===== config.mk =====
export PLATFORM = sky130hd
export DESIGN_NAME = wkf_top
export DESIGN_NICKNAME = d
export VERILOG_FILES = /design/src/design/wkf_pkg.sv /design/src/design/wkf_crc16.sv /design/src/design/wkf_filter_mem.sv /design/src/design/wkf_top.sv
export SDC_FILE = /design/constraint.sdc
export NUM_CORES = 1
export LEC_CHECK = 0
export BUFFER_PORTS_ARGS = -buffer_cell sky130_fd_sc_hd__buf_2
export CORE_ASPECT_RATIO = 1.25
export CORE_UTILIZATION = 57
export DETAILED_ROUTE_END_ITERATION = 10
export MAX_ROUTING_LAYER = met4
export PLACE_DENSITY = 0.75
export SLEW_MARGIN = 20
export SYNTH_ARGS = -nofsm -noshare
export SYNTH_HDL_FRONTEND = slang
export SYNTH_HIERARCHICAL = 1
export SYNTH_SLANG_ARGS = --single-unit

===== constraint.sdc =====
create_clock -name clk_i -period 10.2 [get_ports clk_i]
set_input_delay 0 -clock clk_i [delete_from_list [all_inputs] [get_ports clk_i]]
set_output_delay 0 -clock clk_i [all_outputs]
set_load 0.01 [all_outputs]

===== src/design/wkf_pkg.sv =====
// constants, field layouts and carrier types for the wake filter and phy glue block
// assumes one 25 MHz system clock and a 32-bit register port with byte lanes
//
// Operation
// - eight successive writes to one address fill filter words zero to seven
// - word pointer steps only when lane 3 (lane 0 big-endian) is accessed
// - reads of the filter address return the words in order, same pointer
// - per-filter 31-bit mask picks frame bytes from offset for CRC; bit 31 zero
// - 4-bit command: bit 0 enable, bit 3 multicast or unicast, bits 2:1 reserved
// - each filter holds a 16-bit CRC compared against CRC of selected bytes
// - no clock is gated on power-down; receive path keeps running
// - power-management interrupt rises on a valid wake-up frame
// - a valid wake-up frame during power-down also leaves power-down
// - reading power-management control and status clears the pending interrupt
// - flow-control bit sends pause in full duplex, back-pressure in half duplex
// - 7-bit field sets transmit clock delay-line length
// - separate 7-bit field sets receive clock delay-line length
// - enable bits switch each delay line in; zero bypasses it
// - each delay line has one hundred selectable elements
// - DMA suspends without descriptors; writing zero to poll demand resumes it
// - MAC configuration holds transmitter enable bit 3, receiver enable bit 2
package wkf_pkg;

   // =====================================================================
   // register offsets (byte addresses)
   localparam logic [7:0] OFS_MAC_CONF   = 8'h00;
   localparam logic [7:0] OFS_TX_POLL    = 8'h04;
   localparam logic [7:0] OFS_RX_POLL    = 8'h08;
   localparam logic [7:0] OFS_WAKE_FILT  = 8'h28;
   localparam logic [7:0] OFS_PMT_CTRL   = 8'h2C;
   localparam logic [7:0] OFS_PHY_GLUE   = 8'h30;
   localparam logic [7:0] OFS_RGMII_DLY  = 8'h34;

   // =====================================================================
   // field positions
   localparam int MAC_RX_EN_BIT   = 2;
   localparam int MAC_TX_EN_BIT   = 3;
   localparam int MAC_DUPLEX_BIT  = 11;
   localparam int MAC_BIG_END_BIT = 20;
   localparam int PMT_PDOWN_BIT   = 0;
   localparam int PMT_WAKE_EN_BIT = 2;
   localparam int PMT_RCVD_BIT    = 6;
   localparam int PMT_PTR_LSB     = 24;
   localparam int PMT_PTR_RST_BIT = 31;
   localparam int CMD_EN_BIT      = 0;
   localparam int CMD_MCAST_BIT   = 3;

   // =====================================================================
   // reset values and fixed figures
   localparam logic [31:0] RST_WORD      = 32'h0000_0000;
   localparam logic [15:0] RST_GLUE      = 16'h0000;
   localparam logic [15:0] RST_DLY       = 16'h0000;
   localparam logic [2:0]  PTR_LAST      = 3'h7;
   localparam logic [6:0]  DLY_TAP_MAX   = 7'h63;    // 100 elements, taps 0..99
   localparam logic [10:0] MASK_SPAN     = 11'h01F;  // 31 masked bytes
   localparam logic [10:0] BYTE_CNT_MAX  = 11'h7FF;
   localparam logic [3:0]  NIB_PREAMBLE  = 4'h5;
   localparam logic [3:0]  NIB_SFD_HI    = 4'hD;
   localparam logic [15:0] CRC_INIT      = 16'hFFFF;
   localparam logic [15:0] CRC_POLY_REV  = 16'hA001;  // x^16+x^15+x^2+1, lsb first

   // =====================================================================
   // types
   typedef logic [7:0][31:0] wkf_words_t;

   typedef enum logic [1:0] {
      RX_IDLE     = 2'b00,
      RX_PREAMBLE = 2'b01,
      RX_DATA     = 2'b10,
      RX_DONE     = 2'b11
   } wkf_rx_e;

   typedef struct packed {
      logic [30:0] mask;
      logic [3:0]  cmd;
      logic [7:0]  offset;
      logic [15:0] crc;
   } wkf_filter_s;

   typedef struct packed {
      logic       rmii_mode;    // bit 14
      logic [1:0] rgmii_clk;    // bits 13:12
      logic       rmii_clk;     // bit 11
      logic       speed_100;    // bit 10
      logic       flow_ctrl;    // bit 9
      logic [2:0] intf_sel;     // bits 2:0
   } wkf_glue_s;

   typedef struct packed {
      logic       rx_en;
      logic       tx_en;
      logic [6:0] rx_taps;
      logic [6:0] tx_taps;
   } wkf_dly_s;

   // =====================================================================
   // functions
   // slice filter i out of the eight loaded words
   function automatic wkf_filter_s get_filter(input wkf_words_t w, input int i);
      wkf_filter_s f;
      f.mask   = w[i][30:0];
      f.cmd    = w[4][i*8 +: 4];
      f.offset = w[5][i*8 +: 8];
      f.crc    = w[6 + i/2][(i%2)*16 +: 16];
      return f;
   endfunction : get_filter

   // true when frame byte cnt is selected by filter f
   function automatic logic byte_sel(input wkf_filter_s f, input logic [10:0] cnt);
      logic [10:0] rel;
      rel = cnt - {3'h0, f.offset};
      return (cnt >= {3'h0, f.offset}) && (rel < MASK_SPAN) && f.mask[rel[4:0]];
   endfunction : byte_sel

   // saturate a delay-line length to the last element
   function automatic logic [6:0] clamp_taps(input logic [6:0] v);
      return (v > DLY_TAP_MAX) ? DLY_TAP_MAX : v;
   endfunction : clamp_taps

endpackage : wkf_pkg


===== src/design/wkf_crc16.sv =====
// byte-serial CRC-16 accumulator, one per wake filter
// assumes clear and enable are one-cycle pulses on the system clock
`timescale 1ns/1ns
module wkf_crc16
   import wkf_pkg::*;
(
   input  wire logic        clk_i,
   input  wire logic        rst_i,
   input  wire logic        clear_i,
   input  wire logic        en_i,
   input  wire logic [7:0]  data_i,
   output logic      [15:0] crc_o
);

   logic [15:0] next_crc;

   // =====================================================================
   // eight bit steps, lsb first
   always_comb
   begin
      next_crc = crc_o;
      for (int i = 0; i < 8; i++)
         next_crc = (next_crc[0] ^ data_i[i]) ? ((next_crc >> 1) ^ CRC_POLY_REV)
                                              : (next_crc >> 1);
   end

   // =====================================================================
   // accumulator
   always_ff @(posedge clk_i or posedge rst_i)
   begin
      if (rst_i)
         crc_o <= CRC_INIT;
      else if (clear_i)
         crc_o <= CRC_INIT;
      else if (en_i)
         crc_o <= next_crc;
   end

endmodule : wkf_crc16


===== src/design/wkf_filter_mem.sv =====
// eight-word store behind the sequential wake filter address
// assumes the caller supplies the word pointer and the byte lanes
`timescale 1ns/1ns
module wkf_filter_mem
   import wkf_pkg::*;
(
   input  wire logic       clk_i,
   input  wire logic       rst_i,
   input  wire logic       wr_i,
   input  wire logic [2:0] ptr_i,
   input  wire logic [3:0] be_i,
   input  wire logic [31:0] wdata_i,
   output wkf_words_t      words_o
);

   // =====================================================================
   // storage, written lane by lane
   always_ff @(posedge clk_i or posedge rst_i)
   begin
      if (rst_i)
      begin
         for (int k = 0; k < 8; k++)
            words_o[k] <= RST_WORD;
      end
      else if (wr_i)
      begin
         for (int b = 0; b < 4; b++)
            if (be_i[b])
               words_o[ptr_i][b*8 +: 8] <= wdata_i[b*8 +: 8];
      end
   end

endmodule : wkf_filter_mem


===== src/design/wkf_top.sv =====
// wake-up frame filters, power-management control and phy glue registers
// assumes a plain register port on clk_i and an MII-style nibble receive link
// whose clock and data arrive asynchronously and are sampled here
//
// The plain strobed port was left to the implementer.
`timescale 1ns/1ns
module wkf_top
   import wkf_pkg::*;
(
   input  wire logic        clk_i,
   input  wire logic        rst_i,
   // register port
   input  wire logic [7:0]  reg_addr_i,
   input  wire logic [31:0] reg_wdata_i,
   input  wire logic [3:0]  reg_be_i,
   input  wire logic        reg_wr_i,
   input  wire logic        reg_rd_i,
   output logic      [31:0] reg_rdata_o,
   // receive link from the phy
   input  wire logic        rx_clk_i,
   input  wire logic        rx_dv_i,
   input  wire logic [3:0]  rxd_i,
   // mac controls
   output logic             mac_tx_en_o,
   output logic             mac_rx_en_o,
   output logic             tx_poll_o,
   output logic             rx_poll_o,
   output logic             pause_tx_o,
   output logic             backpressure_o,
   // glue
   output wkf_glue_s        glue_o,
   output wkf_dly_s         dly_o,
   // power management
   output logic             power_down_o,
   output logic             pmt_irq_o
);

   // =====================================================================
   // register state
   logic [31:0] mac_configuration;
   logic [15:0] phy_glue_config;
   logic [15:0] rgmii_delay_config;
   logic        pd_mode;
   logic        wake_en;
   logic        wake_rcvd;
   logic [2:0]  filt_ptr;
   wkf_words_t  filt_words;

   logic        sel_mac;
   logic        sel_filt;
   logic        sel_pmt;
   logic        sel_glue;
   logic        sel_dly;
   logic        ptr_lane;
   logic        wake_hit;

   // address decode
   assign sel_mac  = (reg_addr_i == OFS_MAC_CONF);
   assign sel_filt = (reg_addr_i == OFS_WAKE_FILT);
   assign sel_pmt  = (reg_addr_i == OFS_PMT_CTRL);
   assign sel_glue = (reg_addr_i == OFS_PHY_GLUE);
   assign sel_dly  = (reg_addr_i == OFS_RGMII_DLY);

   // lane that moves the filter pointer depends on endianness
   assign ptr_lane = mac_configuration[MAC_BIG_END_BIT] ? reg_be_i[0]
                                                        : reg_be_i[3];

   // =====================================================================
   // plain configuration registers, whole-word writes
   always_ff @(posedge clk_i or posedge rst_i)
   begin
      if (rst_i)
      begin
         mac_configuration  <= RST_WORD;
         phy_glue_config    <= RST_GLUE;
         rgmii_delay_config <= RST_DLY;
      end
      else if (reg_wr_i)
      begin
         if (sel_mac)
            mac_configuration <= reg_wdata_i;
         if (sel_glue)
            phy_glue_config <= reg_wdata_i[15:0];
         if (sel_dly)
            rgmii_delay_config <= reg_wdata_i[15:0];
      end
   end

   // =====================================================================
   // filter word pointer, shared by reads and writes
   always_ff @(posedge clk_i or posedge rst_i)
   begin
      if (rst_i)
         filt_ptr <= 3'h0;
      else if (reg_wr_i && sel_pmt && reg_wdata_i[PMT_PTR_RST_BIT])
         filt_ptr <= 3'h0;
      else if ((reg_wr_i || reg_rd_i) && sel_filt && ptr_lane)
         filt_ptr <= (filt_ptr == PTR_LAST) ? 3'h0 : filt_ptr + 3'h1;
   end

   wkf_filter_mem u_mem (
      .clk_i   (clk_i),
      .rst_i   (rst_i),
      .wr_i    (reg_wr_i && sel_filt),
      .ptr_i   (filt_ptr),
      .be_i    (reg_be_i),
      .wdata_i (reg_wdata_i),
      .words_o (filt_words)
   );

   // =====================================================================
   // power-down mode and wake enable; a wake frame ends power-down
   // note: no clock is gated here, the receive sampling runs throughout
   always_ff @(posedge clk_i or posedge rst_i)
   begin
      if (rst_i)
      begin
         pd_mode <= 1'b0;
         wake_en <= 1'b0;
      end
      else
      begin
         if (wake_hit)
            pd_mode <= 1'b0;
         else if (reg_wr_i && sel_pmt)
            pd_mode <= reg_wdata_i[PMT_PDOWN_BIT];
         if (reg_wr_i && sel_pmt)
            wake_en <= reg_wdata_i[PMT_WAKE_EN_BIT];
      end
   end

   // sticky wake status, cleared by a status read; a new wake wins
   always_ff @(posedge clk_i or posedge rst_i)
   begin
      if (rst_i)
         wake_rcvd <= 1'b0;
      else if (wake_hit)
         wake_rcvd <= 1'b1;
      else if (reg_rd_i && sel_pmt)
         wake_rcvd <= 1'b0;
   end

   // =====================================================================
   // read data, valid only in the cycle after the strobe
   always_ff @(posedge clk_i or posedge rst_i)
   begin
      if (rst_i)
         reg_rdata_o <= RST_WORD;
      else if (reg_rd_i)
      begin
         case (reg_addr_i)
            OFS_MAC_CONF:  reg_rdata_o <= mac_configuration;
            OFS_WAKE_FILT: reg_rdata_o <= filt_words[filt_ptr];
            OFS_PMT_CTRL:
            begin
               reg_rdata_o                              <= RST_WORD;
               reg_rdata_o[PMT_PDOWN_BIT]               <= pd_mode;
               reg_rdata_o[PMT_WAKE_EN_BIT]             <= wake_en;
               reg_rdata_o[PMT_RCVD_BIT]                <= wake_rcvd;
               reg_rdata_o[PMT_PTR_LSB +: 3]            <= filt_ptr;
            end
            OFS_PHY_GLUE:  reg_rdata_o <= {16'h0000, phy_glue_config};
            OFS_RGMII_DLY: reg_rdata_o <= {16'h0000, rgmii_delay_config};
            default:       reg_rdata_o <= RST_WORD;  // unmapped and poll registers
         endcase
      end
      else
         reg_rdata_o <= RST_WORD;
   end

   // =====================================================================
   // mac enables, poll demand pulses and flow control
   always_ff @(posedge clk_i or posedge rst_i)
   begin
      if (rst_i)
      begin
         mac_tx_en_o    <= 1'b0;
         mac_rx_en_o    <= 1'b0;
         tx_poll_o      <= 1'b0;
         rx_poll_o      <= 1'b0;
         pause_tx_o     <= 1'b0;
         backpressure_o <= 1'b0;
      end
      else
      begin
         mac_tx_en_o    <= mac_configuration[MAC_TX_EN_BIT];
         mac_rx_en_o    <= mac_configuration[MAC_RX_EN_BIT];
         tx_poll_o      <= reg_wr_i && (reg_addr_i == OFS_TX_POLL);
         rx_poll_o      <= reg_wr_i && (reg_addr_i == OFS_RX_POLL);
         pause_tx_o     <= phy_glue_config[9] && mac_configuration[MAC_DUPLEX_BIT];
         backpressure_o <= phy_glue_config[9] && !mac_configuration[MAC_DUPLEX_BIT];
      end
   end

   // =====================================================================
   // phy glue, delay-line, power-down and interrupt outputs
   always_ff @(posedge clk_i or posedge rst_i)
   begin
      if (rst_i)
      begin
         glue_o       <= '0;
         dly_o        <= '0;
         power_down_o <= 1'b0;
         pmt_irq_o    <= 1'b0;
      end
      else
      begin
         glue_o.intf_sel  <= phy_glue_config[2:0];
         glue_o.flow_ctrl <= phy_glue_config[9];
         glue_o.speed_100 <= phy_glue_config[10];
         glue_o.rmii_clk  <= phy_glue_config[11];
         glue_o.rgmii_clk <= phy_glue_config[13:12];
         glue_o.rmii_mode <= phy_glue_config[14];
         dly_o.tx_taps    <= clamp_taps(rgmii_delay_config[6:0]);
         dly_o.rx_taps    <= clamp_taps(rgmii_delay_config[13:7]);
         dly_o.tx_en      <= rgmii_delay_config[14];
         dly_o.rx_en      <= rgmii_delay_config[15];
         power_down_o     <= pd_mode;
         pmt_irq_o        <= wake_rcvd || wake_hit;
      end
   end

   // =====================================================================
   // receive link sampling: two flip-flops, then edge find
   logic [5:0] rx_meta;
   logic [5:0] rx_sync;
   logic       rx_clk_prev;
   logic       link_edge;
   logic       s_dv;
   logic [3:0] s_nib;

   always_ff @(posedge clk_i or posedge rst_i)
   begin
      if (rst_i)
      begin
         rx_meta     <= 6'h00;
         rx_sync     <= 6'h00;
         rx_clk_prev <= 1'b0;
      end
      else
      begin
         rx_meta     <= {rx_clk_i, rx_dv_i, rxd_i};
         rx_sync     <= rx_meta;
         rx_clk_prev <= rx_sync[5];
      end
   end

   assign link_edge = rx_sync[5] && !rx_clk_prev;
   assign s_dv      = rx_sync[4];
   assign s_nib     = rx_sync[3:0];

   // =====================================================================
   // frame framing: preamble, start delimiter, nibble pairs to bytes
   wkf_rx_e     rx_state;
   logic        half;
   logic [3:0]  low_nib;
   logic        frame_start;
   logic        byte_vld;
   logic [7:0]  rx_byte;
   logic [10:0] byte_cnt;
   logic        is_mcast;

   always_ff @(posedge clk_i or posedge rst_i)
   begin
      if (rst_i)
      begin
         rx_state    <= RX_IDLE;
         half        <= 1'b0;
         low_nib     <= 4'h0;
         frame_start <= 1'b0;
         byte_vld    <= 1'b0;
         rx_byte     <= 8'h00;
      end
      else
      begin
         frame_start <= 1'b0;
         byte_vld    <= 1'b0;
         case (rx_state)
            RX_IDLE:
               if (link_edge && s_dv && (s_nib == NIB_PREAMBLE))
                  rx_state <= RX_PREAMBLE;
            RX_PREAMBLE:
               if (link_edge)
               begin
                  if (!s_dv)
                     rx_state <= RX_IDLE;
                  else if (s_nib == NIB_SFD_HI)
                  begin
                     rx_state    <= RX_DATA;
                     half        <= 1'b0;
                     frame_start <= 1'b1;
                  end
               end
            RX_DATA:
               if (link_edge)
               begin
                  if (!s_dv)
                     rx_state <= RX_DONE;  // a dangling nibble is dropped
                  else if (!half)
                  begin
                     low_nib <= s_nib;
                     half    <= 1'b1;
                  end
                  else
                  begin
                     rx_byte  <= {s_nib, low_nib};
                     byte_vld <= 1'b1;
                     half     <= 1'b0;
                  end
               end
            RX_DONE:
               rx_state <= RX_IDLE;
            default:
               rx_state <= RX_IDLE;
         endcase
      end
   end

   // byte index in the frame and destination address type
   always_ff @(posedge clk_i or posedge rst_i)
   begin
      if (rst_i)
      begin
         byte_cnt <= 11'h000;
         is_mcast <= 1'b0;
      end
      else if (frame_start)
      begin
         byte_cnt <= 11'h000;
         is_mcast <= 1'b0;
      end
      else if (byte_vld)
      begin
         if (byte_cnt == 11'h000)
            is_mcast <= rx_byte[0];  // group bit of destination
         if (byte_cnt != BYTE_CNT_MAX)
            byte_cnt <= byte_cnt + 11'h001;
      end
   end

   // =====================================================================
   // four filters: masked CRC, command and compare
   logic [3:0] filt_match;

   for (genvar g = 0; g < 4; g++)
   begin : g_filt
      wkf_filter_s flt;
      logic [15:0] crc_val;

      assign flt = get_filter(filt_words, g);

      wkf_crc16 u_crc (
         .clk_i   (clk_i),
         .rst_i   (rst_i),
         .clear_i (frame_start),
         .en_i    (byte_vld && byte_sel(flt, byte_cnt)),
         .data_i  (rx_byte),
         .crc_o   (crc_val)
      );

      assign filt_match[g] = flt.cmd[CMD_EN_BIT]
                          && (flt.cmd[CMD_MCAST_BIT] == is_mcast)
                          && (crc_val == flt.crc);
   end

   // valid wake frame at frame end, only while armed in power-down
   assign wake_hit = (rx_state == RX_DONE) && (|filt_match)
                  && pd_mode && wake_en && mac_configuration[MAC_RX_EN_BIT];

endmodule : wkf_top


==> flow_summary.yaml <==
outcome:
  status: "finished, final reports clean"
setup_path:
  reg2regPathDepth: 13
  path_cells: "inv_1 > ha_1 > inv_1 > fa_1 > xnor2_1 > mux4_2 > mux2i_1 > mux2i_1 > mux2i_1 > nor4_2 > buf_4 > inv_1 > a211o_1"
  slowest_stage: "xnor2_1"
  cp-end-kind: "register"
  rrSetupSlack_ps: 5920
  worstSetupPathType: "reg -> reg"
  worstPathArrival_ps: 4820
  worstPathMaxFanout: 16
  r2r_end: "g_filt[1].u_crc/crc_o[8]"
  startpoint_type: "register"
  cp_top_family: "buffers and inverters"
  max_stage_delay_ps: 620
  crit-reg2reg-launch: "byte_cnt[0]"
  cp.buffers_inverters: 4
  crit_required_ps: 10730
floorplan:
  die_x_um: 192.0
  die_height_um: 239.5
  floorplan.initialDensity_pct: 58.02
  dieArea_mm2: 0.04598
  pin_count: 119
  std_cell_rows: 86
  design.core.area_mm2: 0.04433
timing:
  finalCriticalPeriod_ps: 4285
  min_period_over_period_pct: 42.01
  setup_viol: 0
  maxSlewViolCount: 0
  fin_ws_ps: 5915
  rsz0062_at_grt: "false"
  fin_tns_setup_ps: 0
  clock.fmax_mhz: 233.4
  hold_viol_final: 0
  relSlewSlack_pct: 28.24
  tightest_slew_ps: 1076
  finClkSkew_ps: 23.81
detailed_routing:
  viasPerCell: 6.370
  drt_iter0_drc: 1520
  via_count: 17260
  drt-total-wl_um: 72900
  first_pass_iters: 5
  post_drt_wl_per_cell_um: 26.91
  ant_nets: 0
  route.detailed.drc: 0
clock_network:
  cts_root_buf: "clkbuf_16"
  clk_pin_slew_worst_paths_ps: 60
  clock_sinks: 497
  cts_tree: "built"
  htreeDepth: 2
  post_cts_buffers: 0
  clk_path_buf_depth: 3
  clock_latency_ps: 610
  post_cts_resized: 0
  postCtsHoldBufs: 49
  cts_buffers: 50
synthesis:
  synth-xor-area-share_pct: 6.952
  yosys.area_share.simple_pct: 7.813
  synth.avg_cell_area_um2: 13.29
  synth.area.mux_share_pct: 26.31
  synth_edf_count: 0
  syn_nets: 2029
  synth_top_family_by_area: "multiplexers"
  netlist.area_leader.share_pct: 42.13
  seq_area_frac_synth_pct: 48.67
  ys_warn_count: 6
  synthArstFlopShare_pct: 100.0
  synthFlopType: "dfrtp_1"
  synth_top_cells_by_area: "dfrtp_1 42%, mux2_2 13%, mux4_2 8.2%"
  syn_area_mm2: 0.02572
  synth_compound_area_share_pct: 5.755
  netlist_instances: 1935
  yosysTopAreaCell: "dfrtp_1"
  ys_types: 90
  synthAdderAreaFrac_pct: 2.063
  ys_ff_latch: 497
placed_design:
  post-dp-hpwl_um: 52740
  place_area_mm2: 0.02679
  placed_cells: 2563
  gp_congestion: 1.003
  pre_cts_ws_ps: 6028
  numPortBuffers: 118
pwr:
  power_leakage_nw: 14.04
  p_comb_share_pct: 5.2
  p_sw_mw: 0.9716
  ir_drop_uv: 167.4
  pwr-share-clk_pct: 46.5
  seqPwrFrac_pct: 48.3
  p_sw_share_pct: 22.95
  p_int_mw: 3.262
  power_density_mw_per_mm2: 145.7
run:
  cap_violations: 0
hold_path:
  min_from: "rxd_i[0]"
  whs_path_depth: 2
  hold_path_class: "in -> reg"
  hold_end: "rx_meta[0]"
cells_and_area:
  instances_no_fill: 2709
  fin_nets: 2186
  drive_gt1_share_pct: 36.22
  areaGrowthSynthToFinish_pct: 12.99
  finish.utilization_pct: 65.55
  design_area_mm2: 0.02906
global_route:
  grt_pass1_wl_um: 111800
  grt_max_degree: 120
  grt_pass1_vias: 17690
  antenna_found_initial: 3
  gr-total-overflow: 0
  grt_usage_pct: 33.99
[state kept, by name, indices dropped and copies added, names as in the netlist, 3 cells and up, named ones only]
signal / count
filt_ptr: 3
reg_rdata_o: 32
rx_byte: 8
glue_o: 9
rx_sync: 6
byte_cnt: 11
rgmii_delay_config: 16
g_filt.u_crc/crc_o: 64
phy_glue_config: 16
low_nib: 4
rx_meta: 6
mac_configuration: 32
dly_o: 16
u_mem/words_o: 256
[cell type report]
class | count | area, um^2
Inverter | 62 | 247.7
Antenna cell | 3 | 7.507
Tap cell | 572 | 715.7
Sequential cell | 497 | 12530
Fill cell | 3304 | 15270
Clock inverter | 24 | 341.6
Clock buffer | 70 | 1426
Multi-Input combinational cell | 1299 | 12600
Timing Repair Buffer | 182 | 1197
[worst register-to-register path: cells and delay by family (launching register included)]
kind	cells	cell delay (ps)
adder cells (fa/ha/maj)	2	690
buffers and inverters	4	890
XOR/XNOR	1	620
multiplexers	4	730
AND/OR/NAND/NOR	1	540
AO/OA/AOI/OAI	1	350
flip-flops	1	410
[kinds of logic (layout without fill, tap and decap cells)]
kind of cell / Yosys count / count (layout)
and+or+nand+nor: 358 / 358
adders and majority gates: 40 / 40
xor gates and xnor gates: 184 / 184
muxes: 506 / 506
DFF: 497 / 497
AOI/OAI and AO/OA: 211 / 211
buffers and inverters: 139 / 338
other: 0 / 3
[synthesized netlist by cell type, types with 8 or more instances]
master	number
dfrtp_1	433
mux2_2	308
xor2_1	99
mux4_2	94
nand2_1	86
mux2i_1	76
nor2_1	69
xnor2_1	69
dfstp_2	64
inv_1	62
o21ai_0	49
clkbuf_1	39
and2_1	38
ha_1	36
a21oi_1	32
a211o_1	29
mux2_4	24
nor4_1	24
nand3_1	21
buf_2	18
nor2_2	16
nor3_1	15
or3_1	15
a222oi_1	13
o21ai_1	11
nand2b_1	10
and3_1	9
a31oi_1	8
nor2b_1	8
o31a_1	8
[stage by stage]
step | total power [mW] | hold WS (ps)
2_1_floorplan | 2.201 | 31.43
3_3_place_gp | 2.280 | 108.2
3_5_place_dp | 2.287 | 109.3
4_1_cts | 4.257 | 1.890
5_1_grt | 4.354 | 15.24
6_report | 4.234 | 32.47
[layer usage]
layer	routed length (um)	GRT usage, %	vias to the layer above	share of wire, %
li1	-	-	7409	-
met3	4202	5.275	188	5.8
met1	28890	42.65	9026	40
met5	0	-	-	0
met2	35340	52.90	632	48
met4	4462	18.78	0	6.1
[power by group through the flow]
stage	Sequential, mW	Combinational (mW)	Clock, mW
after floorplan	2.07	0.134	0
after global placement	2.08	0.201	0
after detailed placement	2.08	0.207	0
after CTS	2.04	0.221	1.99
after global routing	2.05	0.240	2.07
final	2.04	0.220	1.97
[placed cells by master (no fill, tap or decap), types with 22 or more instances in the layout]
cell,instances
mux2i_1,76
nor4_1,22
buf_2,118
o21ai_0,49
dfrtp_1,429
clkbuf_16,50
ha_1,36
dfstp_2,64
dlygate4sd3_1,49
nand2_1,86
xor2_1,99
a21oi_1,32
a211o_1,29
inv_1,60
mux2_4,24
mux4_2,94
mux2_2,308
and2_1,38
nor2_1,69
xnor2_1,69
[worst max-delay path by stage]
stage                     start                        end  slack (ps)  cells past startpoint
global placement    byte_cnt[0]   g_filt[1].u_crc/crc_o[8]        6180                     13
detailed placement  byte_cnt[0]   g_filt[1].u_crc/crc_o[8]        6030                     13
floorplan                 rst_i           u_mem/words_o[0]        3160                      1
CTS                 byte_cnt[0]  g_filt[1].u_crc/crc_o[10]        6020                     13
finish              byte_cnt[0]   g_filt[1].u_crc/crc_o[8]        5920                     13
global route        byte_cnt[0]  g_filt[1].u_crc/crc_o[14]        5810                     13
Power figures use the tool's default switching activity.
